### config.mk
export PLATFORM = sky130hd
export DESIGN_NAME = pwm_reload_offset_sync
export DESIGN_NICKNAME = d
export VERILOG_FILES = /design/src/include/pwm_sync_pkg.sv /design/src/core/count_pair.sv /design/src/core/peer_select.sv /design/src/core/pwm_reload_offset_sync.sv
export VERILOG_INCLUDE_DIRS = /design/src /design/src/include
export SDC_FILE = /design/constraint.sdc
export NUM_CORES = 1
export LEC_CHECK = 0
export BUFFER_PORTS_ARGS = -buffer_cell sky130_fd_sc_hd__buf_2
export CAP_MARGIN = 30
export CORE_UTILIZATION = 60
export DETAILED_ROUTE_END_ITERATION = 10
export HOLD_SLACK_MARGIN = 0.03
export PLACE_DENSITY = 0.87
export SLEW_MARGIN = 20
export SYNTH_ARGS = -nofsm -noshare
export SYNTH_HDL_FRONTEND = slang
export SYNTH_HIERARCHICAL = 1
export SYNTH_SLANG_ARGS = --single-unit
### constraint.sdc
create_clock -name clock -period 5.9 [get_ports clock]
set_input_delay 1.18 -clock clock [delete_from_list [all_inputs] [get_ports clock]]
set_output_delay 1.18 -clock clock [all_outputs]
set_load 0.01 [all_outputs]
### src/include/pwm_sync_defines.svh
`ifndef PWM_SYNC_DEFINES_SVH
`define PWM_SYNC_DEFINES_SVH

// ****************************************
// Register offsets
// ****************************************
`define ADDR_RELOAD_CTRL   4'h0
`define ADDR_OFFSET_CTRL   4'h1
`define ADDR_PHASE_LOW     4'h2
`define ADDR_PHASE_HIGH    4'h3
`define ADDR_DUTY_LOW      4'h4
`define ADDR_DUTY_HIGH     4'h5
`define ADDR_PERIOD_LOW    4'h6
`define ADDR_PERIOD_HIGH   4'h7
`define ADDR_OFFSET_LOW    4'h8
`define ADDR_OFFSET_HIGH   4'h9
`define ADDR_OUTPUT_CTRL   4'ha
`define ADDR_SYNC_STATUS   4'hb

// ****************************************
// Field positions
// ****************************************
`define LOAD_ARMED_BIT     7
`define LOAD_ON_TRIG_BIT   6
`define LOAD_SEL_LSB       0
`define OFFSET_MODE_LSB    5
`define OFFSET_DIR_BIT     4
`define OFFSET_SRC_LSB     0
`define OUT_CTRL_BIT       0

// ****************************************
// Reset values
// ****************************************
`define RELOAD_CTRL_RESET  8'h00
`define OFFSET_CTRL_RESET  8'h00
`define COUNT_RESET        16'h0000

`endif

### src/include/pwm_sync_pkg.sv
package pwm_sync_pkg;

  typedef enum logic [1:0] {
    WAVE_STANDARD = 2'b00,
    WAVE_SET      = 2'b01,
    WAVE_TOGGLE   = 2'b10,
    WAVE_CENTER   = 2'b11
  } wave_mode_t;

  typedef enum logic [1:0] {
    OFFSET_INDEPENDENT = 2'b00,
    OFFSET_SLAVE_RUN   = 2'b01,
    OFFSET_ONE_SHOT    = 2'b10,
    OFFSET_CONTINUOUS  = 2'b11
  } offset_mode_t;

  typedef enum logic [1:0] {
    SYNC_WAIT = 2'b00,
    SYNC_RUN  = 2'b01,
    SYNC_DONE = 2'b10
  } sync_state_t;

endpackage

### src/core/count_pair.sv
`timescale 1ns/1ps
`include "pwm_sync_defines.svh"

module count_pair #(
  parameter int WIDTH = 16
) (
  // Clock and reset
  input  wire logic             clock,
  input  wire logic             rstn,
  // Byte writes
  input  wire logic             write_low,
  input  wire logic             write_high,
  input  wire logic [7:0]       write_data,
  // Transfer
  input  wire logic             load,
  output logic      [WIDTH-1:0] held_value,
  output logic      [WIDTH-1:0] live_value
);

  typedef struct packed {
    logic [WIDTH-1:0] held;
    logic [WIDTH-1:0] live;
  } pair_t;

  pair_t pair_reg;
  pair_t pair_next;

  // Transfer takes the old buffer, so a write in the load cycle waits
  always_comb begin
    pair_next = pair_reg;
    if (load) begin
      pair_next.live = pair_reg.held;
    end
    if (write_low) begin
      pair_next.held[7:0] = write_data;
    end
    if (write_high) begin
      pair_next.held[WIDTH-1:8] = write_data[WIDTH-9:0];
    end
  end

  always_ff @(posedge clock or negedge rstn) begin
    if (!rstn) begin
      pair_reg <= '{held: WIDTH'(`COUNT_RESET),
                    live: WIDTH'(`COUNT_RESET)};
    end else begin
      pair_reg <= pair_next;
    end
  end

  assign held_value = pair_reg.held;
  assign live_value = pair_reg.live;

endmodule // count_pair

### src/core/peer_select.sv
`timescale 1ns/1ps

module peer_select (
  // Selection
  input  wire logic [1:0] select,
  input  wire logic [2:0] events,
  // Result
  output logic            chosen
);

  // The fourth code picks nothing, so a reserved setting stays inert
  always_comb begin
    case (select)
      2'b00:   chosen = events[0];
      2'b01:   chosen = events[1];
      2'b10:   chosen = events[2];
      default: chosen = 1'b0;
    endcase
  end

endmodule // peer_select

### src/core/pwm_reload_offset_sync.sv
// Implementation choices: the placing of the registers and the address-and-strobe port.
`timescale 1ns/1ps
`include "pwm_sync_defines.svh"

module pwm_reload_offset_sync (
  // Clock and reset
  input  wire logic                    clock,
  input  wire logic                    rstn,
  // Register port
  input  wire logic [3:0]              addr,
  input  wire logic [7:0]              wdata,
  input  wire logic                    wr,
  input  wire logic                    rd,
  output logic      [7:0]              rdata,
  // Timer state
  input  wire logic [15:0]             pwm_timer_count,
  input  wire logic                    timer_counting_up,
  input  wire pwm_sync_pkg::wave_mode_t waveform_mode,
  // Peer events
  input  wire logic                    load_event_first_peer,
  input  wire logic                    load_event_second_peer,
  input  wire logic                    load_event_third_peer,
  input  wire logic                    offset_event_first_peer,
  input  wire logic                    offset_event_second_peer,
  input  wire logic                    offset_event_third_peer,
  // Events to peers and timer
  output logic                         load_event,
  output logic                         offset_match_output,
  output logic                         timer_reset,
  output logic                         sync_start,
  output logic                         run_enable,
  // Live values
  output logic                         buffered_output_control_bit,
  output logic      [15:0]             phase_count,
  output logic      [15:0]             duty_count,
  output logic      [15:0]             period_count,
  output logic      [15:0]             offset_count
);
  import pwm_sync_pkg::*;

  typedef struct packed {
    logic         load_armed;
    logic         load_on_trigger;
    logic [1:0]   load_trigger_select;
    offset_mode_t offset_mode_select;
    logic         offset_match_direction;
    logic [1:0]   offset_source_select;
    logic         out_ctrl_held;
    logic         out_ctrl_live;
    logic         trigger_seen;
    sync_state_t  sync_state;
    logic         load_pulse;
    logic         reset_pulse;
    logic         start_pulse;
    logic         offset_hit;
    logic [7:0]   rdata;
  } state_t;

  state_t s_reg;
  state_t s_next;

  logic [15:0] held_vals [4];
  logic [15:0] live_vals [4];
  logic        trig_ev;
  logic        offset_ev;
  logic        period_hit;
  logic        do_load;
  logic        wr_reload;
  logic        wr_offset;

  // ****************************************
  // Peer selection
  // ****************************************
  // The reserved code 11 selects nothing, so a bad setting cannot self-trigger
  peer_select load_sel_u (
    .select (s_reg.load_trigger_select),
    .events ({load_event_third_peer, load_event_second_peer,
              load_event_first_peer}),
    .chosen (trig_ev)
  );

  peer_select offset_sel_u (
    .select (s_reg.offset_source_select),
    .events ({offset_event_third_peer, offset_event_second_peer,
              offset_event_first_peer}),
    .chosen (offset_ev)
  );

  // ****************************************
  // Count buffers
  // ****************************************
  // Index 0 phase, 1 duty, 2 period, 3 offset
  for (genvar i = 0; i < 4; i++) begin : g_pair
    count_pair #(
      .WIDTH (16)
    ) pair_u (
      .clock      (clock),
      .rstn       (rstn),
      .write_low  (wr && addr == 4'(`ADDR_PHASE_LOW + 2 * i)),
      .write_high (wr && addr == 4'(`ADDR_PHASE_HIGH + 2 * i)),
      .write_data (wdata),
      .load       (do_load),
      .held_value (held_vals[i]),
      .live_value (live_vals[i])
    );
  end

  assign period_hit = pwm_timer_count == live_vals[2];
  assign wr_reload  = wr && addr == `ADDR_RELOAD_CTRL;
  assign wr_offset  = wr && addr == `ADDR_OFFSET_CTRL;
  // Registered armed state is used, so arming in a match cycle waits
  assign do_load    = period_hit && s_reg.load_armed &&
                      (!s_reg.load_on_trigger || s_reg.trigger_seen);

  // ****************************************
  // Next state
  // ****************************************
  always_comb begin
    s_next = s_reg;
    s_next.load_pulse  = 1'b0;
    s_next.reset_pulse = 1'b0;
    s_next.start_pulse = 1'b0;
    s_next.rdata       = 8'h00;

    // A trigger coinciding with the period match loads one period later
    if (s_reg.load_armed && s_reg.load_on_trigger && trig_ev) begin
      s_next.trigger_seen = 1'b1;
    end
    if (do_load) begin
      s_next.load_armed    = 1'b0;
      s_next.trigger_seen  = 1'b0;
      s_next.out_ctrl_live = s_reg.out_ctrl_held;
      s_next.load_pulse    = 1'b1;
    end

    case (s_reg.offset_mode_select)
      OFFSET_INDEPENDENT: begin
        s_next.sync_state = SYNC_RUN;
      end
      OFFSET_SLAVE_RUN: begin
        if (s_reg.sync_state == SYNC_WAIT && offset_ev) begin
          s_next.sync_state  = SYNC_RUN;
          s_next.start_pulse = 1'b1;
        end
      end
      OFFSET_ONE_SHOT: begin
        if (s_reg.sync_state == SYNC_WAIT && offset_ev) begin
          s_next.sync_state  = SYNC_RUN;
          s_next.start_pulse = 1'b1;
        end else if (s_reg.sync_state == SYNC_RUN && period_hit) begin
          s_next.sync_state = SYNC_DONE;
        end
      end
      OFFSET_CONTINUOUS: begin
        s_next.sync_state = SYNC_RUN;
        if (offset_ev) begin
          s_next.reset_pulse = 1'b1;
          s_next.start_pulse = 1'b1;
        end
      end
      default: begin
        s_next.sync_state = SYNC_WAIT;
      end
    endcase

    // Direction only qualifies the match in center aligned mode
    s_next.offset_hit = pwm_timer_count == live_vals[3] &&
                        (waveform_mode != WAVE_CENTER ||
                         timer_counting_up ==
                         s_reg.offset_match_direction);

    // Software writes come last so that a new arming wins over the clear
    if (wr_reload) begin
      s_next.load_armed          = wdata[`LOAD_ARMED_BIT];
      s_next.load_on_trigger     = wdata[`LOAD_ON_TRIG_BIT];
      s_next.load_trigger_select = wdata[`LOAD_SEL_LSB +: 2];
      if (!wdata[`LOAD_ARMED_BIT]) begin
        s_next.trigger_seen = 1'b0;
      end
    end
    if (wr_offset) begin
      s_next.offset_mode_select =
        offset_mode_t'(wdata[`OFFSET_MODE_LSB +: 2]);
      s_next.offset_match_direction = wdata[`OFFSET_DIR_BIT];
      s_next.offset_source_select   = wdata[`OFFSET_SRC_LSB +: 2];
      s_next.sync_state             = SYNC_WAIT;
    end
    if (wr && addr == `ADDR_OUTPUT_CTRL) begin
      s_next.out_ctrl_held = wdata[`OUT_CTRL_BIT];
    end

    // ****************************************
    // Read mux
    // ****************************************
    if (rd) begin
      case (addr)
        `ADDR_RELOAD_CTRL: s_next.rdata = {s_reg.load_armed,
          s_reg.load_on_trigger, 4'h0, s_reg.load_trigger_select};
        `ADDR_OFFSET_CTRL: s_next.rdata = {1'b0,
          s_reg.offset_mode_select, s_reg.offset_match_direction,
          2'h0, s_reg.offset_source_select};
        `ADDR_PHASE_LOW:   s_next.rdata = held_vals[0][7:0];
        `ADDR_PHASE_HIGH:  s_next.rdata = held_vals[0][15:8];
        `ADDR_DUTY_LOW:    s_next.rdata = held_vals[1][7:0];
        `ADDR_DUTY_HIGH:   s_next.rdata = held_vals[1][15:8];
        `ADDR_PERIOD_LOW:  s_next.rdata = held_vals[2][7:0];
        `ADDR_PERIOD_HIGH: s_next.rdata = held_vals[2][15:8];
        `ADDR_OFFSET_LOW:  s_next.rdata = held_vals[3][7:0];
        `ADDR_OFFSET_HIGH: s_next.rdata = held_vals[3][15:8];
        `ADDR_OUTPUT_CTRL: s_next.rdata = {6'h00, s_reg.out_ctrl_live,
          s_reg.out_ctrl_held};
        `ADDR_SYNC_STATUS: s_next.rdata = {5'h00, s_reg.trigger_seen,
          s_reg.sync_state};
        default:           s_next.rdata = 8'h00;
      endcase
    end
  end

  always_ff @(posedge clock or negedge rstn) begin
    if (!rstn) begin
      s_reg <= '{
        load_armed:             1'(`RELOAD_CTRL_RESET >> `LOAD_ARMED_BIT),
        load_on_trigger:        1'b0,
        load_trigger_select:    2'h0,
        offset_mode_select:     OFFSET_INDEPENDENT,
        offset_match_direction: 1'b0,
        offset_source_select:   2'h0,
        out_ctrl_held:          1'b0,
        out_ctrl_live:          1'b0,
        trigger_seen:           1'b0,
        sync_state:             SYNC_WAIT,
        load_pulse:             1'b0,
        reset_pulse:            1'b0,
        start_pulse:            1'b0,
        offset_hit:             1'b0,
        rdata:                  8'h00
      };
    end else begin
      s_reg <= s_next;
    end
  end

  // ****************************************
  // Outputs
  // ****************************************
  assign rdata                       = s_reg.rdata;
  assign load_event                  = s_reg.load_pulse;
  assign offset_match_output         = s_reg.offset_hit;
  assign timer_reset                 = s_reg.reset_pulse;
  assign sync_start                  = s_reg.start_pulse;
  assign run_enable                  = s_reg.sync_state == SYNC_RUN;
  assign buffered_output_control_bit = s_reg.out_ctrl_live;
  assign phase_count                 = live_vals[0];
  assign duty_count                  = live_vals[1];
  assign period_count                = live_vals[2];
  assign offset_count                = live_vals[3];

  // ****************************************
  // Checks
  // ****************************************
  a_load_clears_armed: assert property (
    @(posedge clock) disable iff (!rstn)
    do_load && !(wr_reload && wdata[`LOAD_ARMED_BIT]) |=>
      !s_reg.load_armed && s_reg.load_pulse
  ) else $error("armed bit not cleared after reload");

  a_cancel_no_load: assert property (
    @(posedge clock) disable iff (!rstn)
    wr_reload && !wdata[`LOAD_ARMED_BIT] |-> ##2 !s_reg.load_pulse
  ) else $error("cancelled arming still loaded");

  a_immediate_load: assert property (
    @(posedge clock) disable iff (!rstn)
    s_reg.load_armed && !s_reg.load_on_trigger && period_hit |=>
      s_reg.load_pulse
  ) else $error("immediate reload missed period end");

  a_trigger_gate: assert property (
    @(posedge clock) disable iff (!rstn)
    s_reg.load_on_trigger && !s_reg.trigger_seen |=> !s_reg.load_pulse
  ) else $error("triggered reload without trigger");

  a_pairs_together: assert property (
    @(posedge clock) disable iff (!rstn)
    s_reg.load_pulse |-> phase_count == $past(held_vals[0]) &&
      duty_count == $past(held_vals[1]) &&
      period_count == $past(held_vals[2]) &&
      offset_count == $past(held_vals[3])
  ) else $error("count pairs not transferred together");

  a_live_stable: assert property (
    @(posedge clock) disable iff (!rstn)
    !s_reg.load_pulse |-> $stable(period_count) && $stable(duty_count)
  ) else $error("live count changed without a load");

  a_arm_collision: assert property (
    @(posedge clock) disable iff (!rstn)
    wr_reload && wdata[`LOAD_ARMED_BIT] && !s_reg.load_armed &&
      period_hit |=> !s_reg.load_pulse
  ) else $error("arming in match cycle loaded at once");

  a_independent_run: assert property (
    @(posedge clock) disable iff (!rstn)
    s_reg.offset_mode_select == OFFSET_INDEPENDENT && !wr_offset |=>
      !s_reg.start_pulse && !s_reg.reset_pulse && run_enable
  ) else $error("independent instance reacted to peer");

  a_continuous_reset: assert property (
    @(posedge clock) disable iff (!rstn)
    s_reg.offset_mode_select == OFFSET_CONTINUOUS && offset_ev &&
      !wr_offset |=> timer_reset && sync_start
  ) else $error("continuous slave missed timer reset");

  a_one_shot_end: assert property (
    @(posedge clock) disable iff (!rstn)
    s_reg.offset_mode_select == OFFSET_ONE_SHOT &&
      s_reg.sync_state == SYNC_RUN && period_hit && !wr_offset |=>
      !run_enable
  ) else $error("one-shot slave kept running");

  a_center_direction: assert property (
    @(posedge clock) disable iff (!rstn)
    s_reg.offset_hit && $past(waveform_mode) == WAVE_CENTER |->
      $past(timer_counting_up) == $past(s_reg.offset_match_direction)
  ) else $error("center match fired in wrong direction");

endmodule // pwm_reload_offset_sync

# --- Word level (Yosys, flattened, before mapping) ---
# Index checks and enable logic that the tools add are counted.
totals:
  inputBits: 41
  reg_bits: 154
  word_cells: 102
  out_inout_bits: 78
op_classes:
  n_eq_ne: 25
  reduce_logical: 30
  n_mux: 20
ops:
  columns: ["op", "n"]
  rows:
  - ["8-bit one-hot mux with 12 select lines", 1]
  - ["16-bit == test", 2]
  - ["1-bit logical AND", 18]
  - ["4-bit by 3-bit == test with 1-bit output, second input constant", 4]
  - ["4-bit == test, second input constant", 4]
  - ["2-bit 2-to-1 mux", 5]
  - ["2-bit by 1-bit == test with 1-bit output, second input constant", 4]
  - ["2-bit == test, second input constant", 4]
  - ["4-bit by 2-bit == test with 1-bit output, second input constant", 2]
  - ["2-bit zero test", 4]
  - ["1-bit 2-to-1 mux", 8]
  - ["8-bit 2-to-1 mux", 1]
  - ["1-bit one-hot mux with 3 select lines", 2]
  - ["2-bit one-hot mux with 3 select lines", 1]
  - ["4-bit by 1-bit == test with 1-bit output, second input constant", 1]
  - ["4-bit zero test", 1]
  - ["4-bit 2-to-1 mux", 1]
  - ["4-bit inequality test, second input constant", 1]
  - ["2-bit OR reduction", 2]
  - ["3-bit inequality test, second input constant", 1]
  - ["1-bit logical OR", 2]
  - ["2-bit inequality test, second input constant", 1]
  - ["1-bit one-hot mux with 2 select lines", 1]
  - ["2-bit AND reduction", 1]
  - ["3 further kinds", 3]

# --- Depth between registers and ports, before layout ---
# Gate-level depths: netlist of the first run.
depth:
  word_depth: 7
  mapped_depth: 7
  ltp_nobuf: 5

# --- Modules after synthesis ---
# The synthesis of the first run kept the hierarchy.
modules_own_cells:
  columns: ["mod", "seq_area_each_um2", "cells_per_inst", "area_per_inst_um2", "instances"]
  rows:
  - ["count_pair", 800.8, 68, 1239.9, 4]
  - ["pwm_reload_offset_sync", 650.6, 262, 2238.4, 1]
  - ["peer_select", 0.0, 3, 22.5, 2]

# --- Least setup slack after synthesis of the first run ---
# No wires, ideal clock.
synth_path:
  path_kind: "in2reg"
  start: "in pwm_timer_count[9]"
  end: "reg g_pair[0].pair_u.pair_reg, in the netlist g_pair[0].pair_u/live_value[10]"
  required_time_ns: 5.775
  cell_stages: 7
  setup_ns: 0.125
  path_slack_ns: 2.980
  t_arrival_ns: 2.795
  n_path_buf: 2
  path_cell_list: "xor2_1 nor4_1 nand4_1 nor2_1 buf_6 buf_12 mux2_4"
synth_between:
  elab_chain_cells: 3
synth_rtl:
  columns: ["item", "line", "text"]
  rows:
  - ["start: declaration", "pwm_reload_offset_sync.sv:16", "input wire logic [15:0] pwm_timer_count,"]
  - ["16-bit == test", "pwm_reload_offset_sync.sv:108", "assign period_hit = pwm_timer_count == live_vals[2];"]
  - ["1-bit logical AND (2 in a row)", "pwm_reload_offset_sync.sv:112", "assign do_load = period_hit && s_reg.load_armed &&"]
  - ["net do_load", "pwm_reload_offset_sync.sv:67", "logic do_load;"]
  - ["end signal: assignment", "count_pair.sv:44", "pair_reg <= '{held: WIDTH'(`COUNT_RESET),"]
  - ["end signal: assignment", "count_pair.sv:47", "pair_reg <= pair_next;"]
  - ["end: declaration", "count_pair.sv:25", "pair_t pair_reg;"]
# The timed path passes the listed nets, and every way through them passes these cells.
# A chain may end at the register's enable or synchronous reset.

# --- Final worst setup path of the first run ---
layout_path:
  start: "in addr[2]"
  end: "reg g_pair[1].pair_u.pair_reg, in the netlist g_pair[1].pair_u/held_value[10]"
layout_between:
  elab_chain_cells: 2
layout_rtl:
  columns: ["item", "line", "text"]
  rows:
  - ["start: declaration", "pwm_reload_offset_sync.sv:10", "input wire logic [3:0] addr,"]
  - ["4-bit by 3-bit == test with 1-bit output", "pwm_reload_offset_sync.sv:100", ".write_high (wr && addr == 4'(`ADDR_PHASE_HIGH + 2 * i)),"]
  - ["1-bit logical AND", "pwm_reload_offset_sync.sv:100", null]
  - ["end signal: assignment", "count_pair.sv:44", null]
  - ["end signal: assignment", "count_pair.sv:47", null]
  - ["end: declaration", "count_pair.sv:25", null]
# Every way passes these cells.

==> flow_summary.json, run 1 <==
{
  "critPathLaunchType": "primary input",
  "totalWireLength_mm": 18.0,
  "clkPwrFrac_pct": 39.9,
  "synthToLayoutAreaGrowth_pct": 16.6,
  "syn_nets": 585,
  "setup_viol": 0,
  "drc": 13,
  "first_iter_violations": 532,
  "clk_pin_slew_ns": 0.06,
  "wl_per_cell_um": 22.5,
  "drtAntennaViolNets": 0,
  "cap_violations": 0,
  "root_buffer": "clkbuf_16",
  "cts_resized": 0,
  "cpMaxStageDelayCell": "nor2_1",
  "syn_area_um2": 7240,
  "fin_skew_ns": 0.00601,
  "p_sw_mw": 0.724,
  "setup_slack_ns": 2.44,
  "slowest_delay_ns": 0.69,
  "port-buffer-count": 118,
  "die_x_um": 112,
  "total_power_mw": 2.74,
  "worstPathMaxFanout": 27,
  "antenna_found_initial": 0,
  "coreArea_um2": 11600,
  "path_buf_inv": 2,
  "grt_max_degree": 106,
  "async_reset_ff_share_pct": 100,
  "p_leak_nw": 4.20,
  "clock_latency_ns": 0.43,
  "grt_setup_unrepaired": "no",
  "failed_checks": "design-rule violations",
  "synth_area_per_cell_um2": 13.4,
  "finalCritPeriodShare_pct": 58.6,
  "relSlewSlack_pct": 41.4,
  "drv_slew": 0,
  "syn_inst": 540,
  "synth-seq-cells": 154,
  "antenna_cells": 0,
  "grt_pass1_wl_mm": 28.8,
  "start_util_pct": 62.4,
  "num_vias": 4898,
  "period_needed_ns": 3.46,
  "status": "finished, violations left",
  "ys.flop_type": "dfrtp_1",
  "synth_cell_types": 46,
  "crit_required_ns": 6.21,
  "p_per_area_nw_per_um2": 324,
  "final_cells": 802,
  "dpl-instance-area_um2": 7800,
  "via_per_inst": 6.11,
  "p_comb_share_pct": 12.0,
  "pwr-share-seq_pct": 48.2,
  "yosys-top-cells-count": "dfrtp_1 (154), mux2_2 (95), mux2_4 (40)",
  "endpoint_kind": "register",
  "hold_path.class": "reg2reg",
  "htreeDepth": 4,
  "cts_max_path_buffers": 2,
  "cts_sinks": 154,
  "chipHeight_um": 112,
  "die_area_um2": 12500,
  "postCtsHoldBufs": 0,
  "dp_cells": 766,
  "yosysWarnings": 6,
  "fin_util_pct": 72.7,
  "dr.pass1.iters": 11,
  "crit_family": "simple AND/OR/NAND/NOR gates",
  "drive_above_1_share_pct": 45.2,
  "synthTopCellsByArea": "dfrtp_1 (53%), mux2_2 (15%), mux2_4 (8.3%)",
  "max_freq_mhz": 289,
  "worstMarginPinSlew_ns": 0.876,
  "synth_area_leader_cell": "dfrtp_1",
  "cp.arrival_ns": 3.77,
  "pre_cts_slack_ns": 1.79,
  "post-dp-hpwl_mm": 12.2,
  "cts_made_buffers": 17,
  "crit_chain": "buf_2 -> nor2b_1 -> buf_4 -> nand2_1 -> nor2_1 -> mux2_2",
  "setup_tns_ns": 0,
  "nets": 691,
  "gr-total-overflow": 0,
  "cts_setup_buffers": 0,
  "finish.instance_area_um2": 8450,
  "swShare_pct": 26.4,
  "crit_type": "in2reg",
  "whs_ns": 0.506,
  "synth_edf_count": 0,
  "synth_most_common_cell": "dfrtp_1",
  "synth-seq-area-share_pct": 53.2,
  "grtUsageTotal_pct": 31.0,
  "cts_tree": "done",
  "grt_pass1_vias": 4958,
  "p_int_mw": 2.02,
  "rows": 39,
  "ir_drop_mv": 0.191,
  "routabilityCongestion": 0.911,
  "synth_top_area_share_pct": 53.2,
  "ios": 119,
  "finalHoldViolations": 0
}
==> cells in the final DEF (no fill, tap or decap), types with 8 or more instances in the layout <==
cell       count
nand2_1       23
buf_2        117
o21ai_0        9
clkbuf_16     17
xor2_1        29
nor2_1        24
dfrtp_1      154
a21oi_1       12
mux2i_1       12
mux2_4        40
mux2_2        95
inv_1          8
==> power by group through the flow <==
stage | clock network, mW | logic (mW) | registers, mW
2_1_floorplan | 0 | 0.224 | 1.27
3_3_place_gp | 0 | 0.301 | 1.32
3_5_place_dp | 0 | 0.316 | 1.33
4_1_cts | 1.10 | 0.324 | 1.31
5_1_grt | 1.15 | 0.357 | 1.34
6_report | 1.09 | 0.328 | 1.32
==> cell families after synthesis <==
kind of cell / count (synthesis) / share of synthesized area (%)
and+or+nand+nor: 93 / 6.41
adders and majority gates: 4 / 0.691
DFF: 154 / 53.2
muxes: 150 / 25.7
buffers and inverters: 46 / 4.49
AOI/OAI and AO/OA: 60 / 5.56
xor gates and xnor gates: 33 / 3.99
==> worst paths after layout <==
path / slack [ns] / endpoint / cells past startpoint / startpoint
max: 2.44 / g_pair[1].pair_u/held_value[10] / 6 / addr[2]
min: 0.51 / g_pair[1].pair_u/live_value[1] / 1 / g_pair[1].pair_u/live_value[1]
max reg2reg: 3.04 / g_pair[2].pair_u/live_value[0] / 6 / g_pair[2].pair_u/live_value[9]
min reg2reg: 0.51 / g_pair[1].pair_u/live_value[1] / 1 / g_pair[1].pair_u/live_value[1]
max in group asynchronous: 4.20 / g_pair[0].pair_u/held_value[1] / 2 / rstn
min in group asynchronous: 0.68 / s_reg[17] / 1 / rstn
==> layer usage <==
| metal | GRT usage, % | vias up | share of wire (%) |
|---|---|---|---|
| li1 | - | 2142 | - |
| met1 | 43.5 | 2479 | 43 |
| met2 | 47.1 | 242 | 48 |
| met3 | 6.64 | 35 | 6.9 |
| met4 | 13.0 | 0 | 2.2 |
| met5 | 0 | - | 0 |
==> final cells by class <==
type                       instances  area (um^2)
clock inverter                    10          116
fill                             756         3170
timing repair buffer             125          702
multi-input combinational        340         3080
inverter                           8         30.0
tap                              143          179
clock buffer                      22          484
sequential                       154         3850
Power figures use the tool's default switching activity.
==> inputs of run 2 (changes only) <==
--- a/config.mk
+++ b/config.mk
@@ -8,10 +8,10 @@
 export LEC_CHECK = 0
 export BUFFER_PORTS_ARGS = -buffer_cell sky130_fd_sc_hd__buf_2
 export CAP_MARGIN = 30
-export CORE_UTILIZATION = 60
+export CORE_UTILIZATION = 57
 export DETAILED_ROUTE_END_ITERATION = 10
 export HOLD_SLACK_MARGIN = 0.03
-export PLACE_DENSITY = 0.87
+export PLACE_DENSITY = 0.84
 export SLEW_MARGIN = 20
 export SYNTH_ARGS = -nofsm -noshare
 export SYNTH_HDL_FRONTEND = slang
==> constraint.sdc (replaced) <==
create_clock -name clock -period 3.4 [get_ports clock]
set_input_delay 0.68 -clock clock [delete_from_list [all_inputs] [get_ports clock]]
set_output_delay 0.68 -clock clock [all_outputs]
set_load 0.01 [all_outputs]
==> run 2 against run 1 <==
Compared with the run above: the flow now finishes without violations; die area up 5.2%; critical path depth unchanged; sequential power up 74%; first-iteration DRC count down 24%; clock power up 83%; wire length down 0.58%; via count up 1.1%; utilization down 2.9 points; final area up 0.89%; global-route usage down 1.6 points; sequential share of layout area down 0.40 points; register-to-register slack worse by 2.2 ns.
==> flow_summary.json, run 2 (synthesized netlist as in run 1, its figures left out) <==
{
  "totalWireLength_mm": 17.9,
  "postCtsHoldBufs": 0,
  "layout_common_cells": "dfrtp_1 (154), buf_2 (117), mux2_2 (95)",
  "critPathLaunch": "g_pair[2].pair_u/live_value[9]",
  "path_buf_inv": 1,
  "via_per_inst": 5.94,
  "layout_commonest_cell": "dfrtp_1",
  "drive_above_1_share_pct": 45.4,
  "max_freq_mhz": 391,
  "cts_setup_buffers": 0,
  "first_iter_violations": 402,
  "endpoint_kind": "register",
  "ir_drop_mv": 0.290,
  "crit_chain": "xor2_1 -> nor4_1 -> nand4_1 -> nor2_4 -> buf_4 -> mux2_2",
  "p_leak_nw": 4.24,
  "ios": 119,
  "root_buffer": "clkbuf_16",
  "cp-endpoint": "g_pair[3].pair_u/live_value[15]",
  "rows": 40,
  "drc": 0,
  "gr-total-overflow": 0,
  "path_depth": 6,
  "crit_family": "simple AND/OR/NAND/NOR gates",
  "chipHeight_um": 115,
  "r2r_start": "g_pair[2].pair_u/live_value[9]",
  "grtUsageTotal_pct": 29.4,
  "start_util_pct": 59.3,
  "cts_made_buffers": 17,
  "routabilityCongestion": 0.920,
  "r2r_slack_ns": 0.84,
  "worstMarginPinSlew_ns": 0.717,
  "drv_slew": 0,
  "wl_per_cell_um": 21.5,
  "die_x_um": 115,
  "setup_tns_ns": 0,
  "antenna_found_initial": 1,
  "htreeDepth": 4,
  "cpMaxStageDelayCell": "buf_4",
  "cts_sinks": 154,
  "dr.pass1.iters": 5,
  "fin_util_pct": 69.8,
  "worstPathMaxFanout": 35,
  "critPathLaunchType": "register",
  "finalCritPeriodShare_pct": 75.3,
  "cts_max_path_buffers": 2,
  "status": "finished, final reports clean",
  "register_area_um2": 3850,
  "crit_required_ns": 3.70,
  "coreArea_um2": 12200,
  "setup_viol": 0,
  "synthToLayoutAreaGrowth_pct": 17.7,
  "clk_pin_slew_ns": 0.06,
  "port-buffer-count": 118,
  "num_vias": 4951,
  "cts_resized": 0,
  "grt_pass1_vias": 5057,
  "slowest_delay_ns": 0.48,
  "cts_tree": "done",
  "clock_latency_ns": 0.42,
  "p_per_area_nw_per_um2": 570,
  "fillerInstances": 876,
  "drtAntennaViolNets": 0,
  "r2r-end": "g_pair[3].pair_u/live_value[15]",
  "grt_pass1_wl_mm": 28.0,
  "nets": 698,
  "hold_path.class": "in2async",
  "grt_setup_unrepaired": "no",
  "fin_skew_ns": 0.00601,
  "post-dp-hpwl_mm": 12.7,
  "crit_type": "reg2reg",
  "cp.arrival_ns": 2.86,
  "multiInputGateArea_um2": 3070,
  "cap_violations": 0,
  "reg2reg_depth": 6,
  "relSlewSlack_pct": 52.0,
  "period_needed_ns": 2.56,
  "grt_max_degree": 67,
  "finalHoldViolations": 0,
  "die_area_um2": 13200
}
[run 2: cell count changes in the layout (fill, tap and decap cells not counted), sizes merged]
cell / before / now
clkinv: 3 / 4
diode: 0 / 1
bufinv: 2 / 4
buf: 125 / 132
clkinvlp: 5 / 3
clkbuf: 22 / 20
[run 2: per-stage QoR]
stage / hold slack (ns) / setup slack [ns] / total power, mW / instances / cell area [um^2]
after detailed placement: 0.490 / 0.460 / 2.88 / 802 / 7890
after global routing: 0.296 / 0.732 / 5.05 / 834 / 8520
after floorplan: 0.384 / 0.980 / 2.59 / 540 / 7240
after CTS: 0.268 / 0.832 / 4.88 / 833 / 8520
after global placement: 0.490 / 0.489 / 2.84 / 802 / 7890
final: 0.255 / 0.840 / 4.86 / 834 / 8520
[run 2: how the worst min path moves through the flow]
stage | startpoint | to | slack [ns] | cells after the start
global route | rstn | rdata[5] | 0.30 | 1
detailed placement | g_pair[1].pair_u/live_value[12] | g_pair[1].pair_u/live_value[12] | 0.49 | 1
CTS | rstn | timer_reset | 0.27 | 1
floorplan | rstn | buffered_output_control_bit | 0.38 | 0
global placement | g_pair[1].pair_u/live_value[15] | g_pair[1].pair_u/live_value[15] | 0.49 | 1
finish | rstn | g_pair[1].pair_u/live_value[12] | 0.26 | 1
[run 2: layout make-up]
cell class,instances,share of cell area [%]
antenna,1,0.0294
clock buffer,20,5.36
clock inverter,11,2.00
inverter,8,0.352
multi-input combinational,340,36.0
sequential,154,45.2
tap,168,2.47
timing repair buffer,132,8.53
[run 2: layer usage]
metal  routed length (um)  track usage [%]  vias up
met5                    0                0        -
met4                  619             13.5        0
met3                 1170             6.35       49
met2                 8400             45.9      251
met1                 7750             39.8     2498
li1                     -                -     2153
[run 2: where the power goes]
| part | switching [mW] | internal [mW] | leakage [nW] |
|---|---|---|---|
| Combinational | 0.280 | 0.290 | 1.93 |
| Sequential | 0.241 | 2.06 | 2.02 |
| Clock | 0.730 | 1.26 | 0.298 |
| Total | 1.25 | 3.61 | 4.24 |
[run 2: worst reg2reg max path, delay by kind of cell, from the launching register on]
kind          cells  cell delay, ns
mux               1            0.43
buf+inv           1            0.48
flops             1            0.41
xor+xnor          1            0.17
simple gates      3            0.96
==> inputs of run 3 (changes only) <==
==> constraint.sdc (replaced) <==
create_clock -name clock -period 2.4 [get_ports clock]
set_input_delay 0.48 -clock clock [delete_from_list [all_inputs] [get_ports clock]]
set_output_delay 0.48 -clock clock [all_outputs]
set_load 0.01 [all_outputs]
==> run 3 against run 2 <==
Compared with the run above: sequential share of layout area shrank 0.56 points; utilization is 0.88 points higher; combinational power up 46%; global-route usage is 0.57 points higher; total power up 41%; clock skew up 0.0067 ns; critical path depth is the same; via count fell by 0.14%; worst hold slack gained 0.028 ns; setup slack worse by 0.72 ns; first-iteration DRC count fell by 8.5%; sequential cell count did not move.
==> flow_summary.json, run 3 (synthesized netlist as in run 1, its figures left out) <==
{
  "num_vias": 4944,
  "routabilityCongestion": 0.904,
  "die_area_um2": 13200,
  "htreeDepth": 4,
  "endpoint_kind": "register",
  "synthToLayoutAreaGrowth_pct": 19.1,
  "cts_max_path_buffers": 2,
  "layout_common_cells": "dfrtp_1 (154), buf_2 (117), mux2_2 (95)",
  "period_needed_ns": 2.28,
  "setup_slack_ns": 0.121,
  "ir_drop_mv": 0.452,
  "finalHoldViolations": 0,
  "nets": 713,
  "grtUsageTotal_pct": 30.0,
  "layout_commonest_cell": "dfrtp_1",
  "post-dp-hpwl_mm": 13.1,
  "drtAntennaViolNets": 0,
  "port-buffer-count": 118,
  "finish.instance_area_um2": 8630,
  "antenna_found_initial": 0,
  "crit_family": "simple AND/OR/NAND/NOR gates",
  "worstMarginPinSlew_ns": 0.570,
  "p_per_area_nw_per_um2": 794,
  "grt_pass1_vias": 5023,
  "cts_made_buffers": 17,
  "first_iter_violations": 368,
  "dpl-instance-area_um2": 8000,
  "coreArea_um2": 12200,
  "via_per_inst": 5.82,
  "die_x_um": 115,
  "relSlewSlack_pct": 61.7,
  "clk_pin_slew_ns": 0.06,
  "hold_path.class": "in2reg",
  "critPathLaunchType": "register",
  "setup_viol": 0,
  "cp.arrival_ns": 2.58,
  "fin_util_pct": 70.7,
  "fin_skew_ns": 0.0128,
  "grt_setup_unrepaired": "no",
  "cpMaxStageDelayCell": "dfrtp_1",
  "total_power_mw": 6.86,
  "start_util_pct": 59.3,
  "antenna_cells": 0,
  "setup_tns_ns": 0,
  "dr.pass1.iters": 5,
  "drc": 0,
  "wl_per_cell_um": 21.7,
  "max_freq_mhz": 439,
  "gr-total-overflow": 0,
  "cap_violations": 0,
  "totalWireLength_mm": 18.4,
  "grt_pass1_wl_mm": 28.7,
  "p_leak_nw": 4.31,
  "status": "finished, final reports clean",
  "cts_tree": "done",
  "drv_slew": 0,
  "slowest_delay_ns": 0.41,
  "grt_max_degree": 69,
  "chipHeight_um": 115,
  "pre_cts_slack_ns": -0.0966,
  "cts_sinks": 154,
  "ios": 119,
  "crit_required_ns": 2.70,
  "path_buf_inv": 1,
  "worstPathMaxFanout": 46,
  "root_buffer": "clkbuf_16",
  "whs_ns": 0.283,
  "crit_type": "reg2reg",
  "dp_cells": 816,
  "final_cells": 849,
  "rows": 40,
  "finalCritPeriodShare_pct": 95.0,
  "drive_above_1_share_pct": 46.5,
  "clock_latency_ns": 0.42,
  "crit_chain": "xor2_1 -> nor4_1 -> nand4_1 -> nor2_4 -> buf_12 -> mux2_2"
}
==> run 3: layout make-up <==
class	instances	area (um^2)
Clock buffer	20	457
Clock inverter	12	161
Fill cell	856	3580
Inverter	8	30.0
Multi-Input combinational cell	340	3070
Sequential cell	154	3850
Tap cell	168	210
Timing Repair Buffer	147	846
==> run 3: what timing repair did <==
action                                 in CTS  in global routing
endpoints found under the hold margin      47                  0
gates resized for setup                     0                  1
buffers inserted                            0                  0
setup endpoints to repair                   0                  4
hold buffers                                1                  0
==> run 3: final timing paths <==
check / startpoint / depth (start not counted) / slack, ns / endpoint
setup reg to reg: g_pair[2].pair_u/live_value[9] / 6 / 0.12 / g_pair[1].pair_u/live_value[15]
max in group asynchronous: rstn / 3 / 1.08 / g_pair[2].pair_u/held_value[9]
min in group asynchronous: rstn / 2 / 0.57 / timer_reset
hold reg to reg: g_pair[0].pair_u/live_value[9] / 1 / 0.51 / g_pair[0].pair_u/live_value[9]
hold / removal: waveform_mode[0] / 2 / 0.28 / offset_match_output
setup / recovery: g_pair[2].pair_u/live_value[9] / 6 / 0.12 / g_pair[1].pair_u/live_value[15]
==> run 3: power by group <==
group | internal, mW | switching (mW) | total (mW)
Combinational | 0.426 | 0.408 | 0.834
Clock | 1.70 | 1.07 | 2.77
Sequential | 2.91 | 0.341 | 3.25
==> run 3: layer usage <==
metal  up-vias  global-route usage, %  share of wire (%)
met3        45                   5.82                5.6
li1       2179                      -                  -
met1      2488                   40.8                 43
met2       232                   47.4                 48
met4         0                   13.1                3.0
met5         -                      0                  0
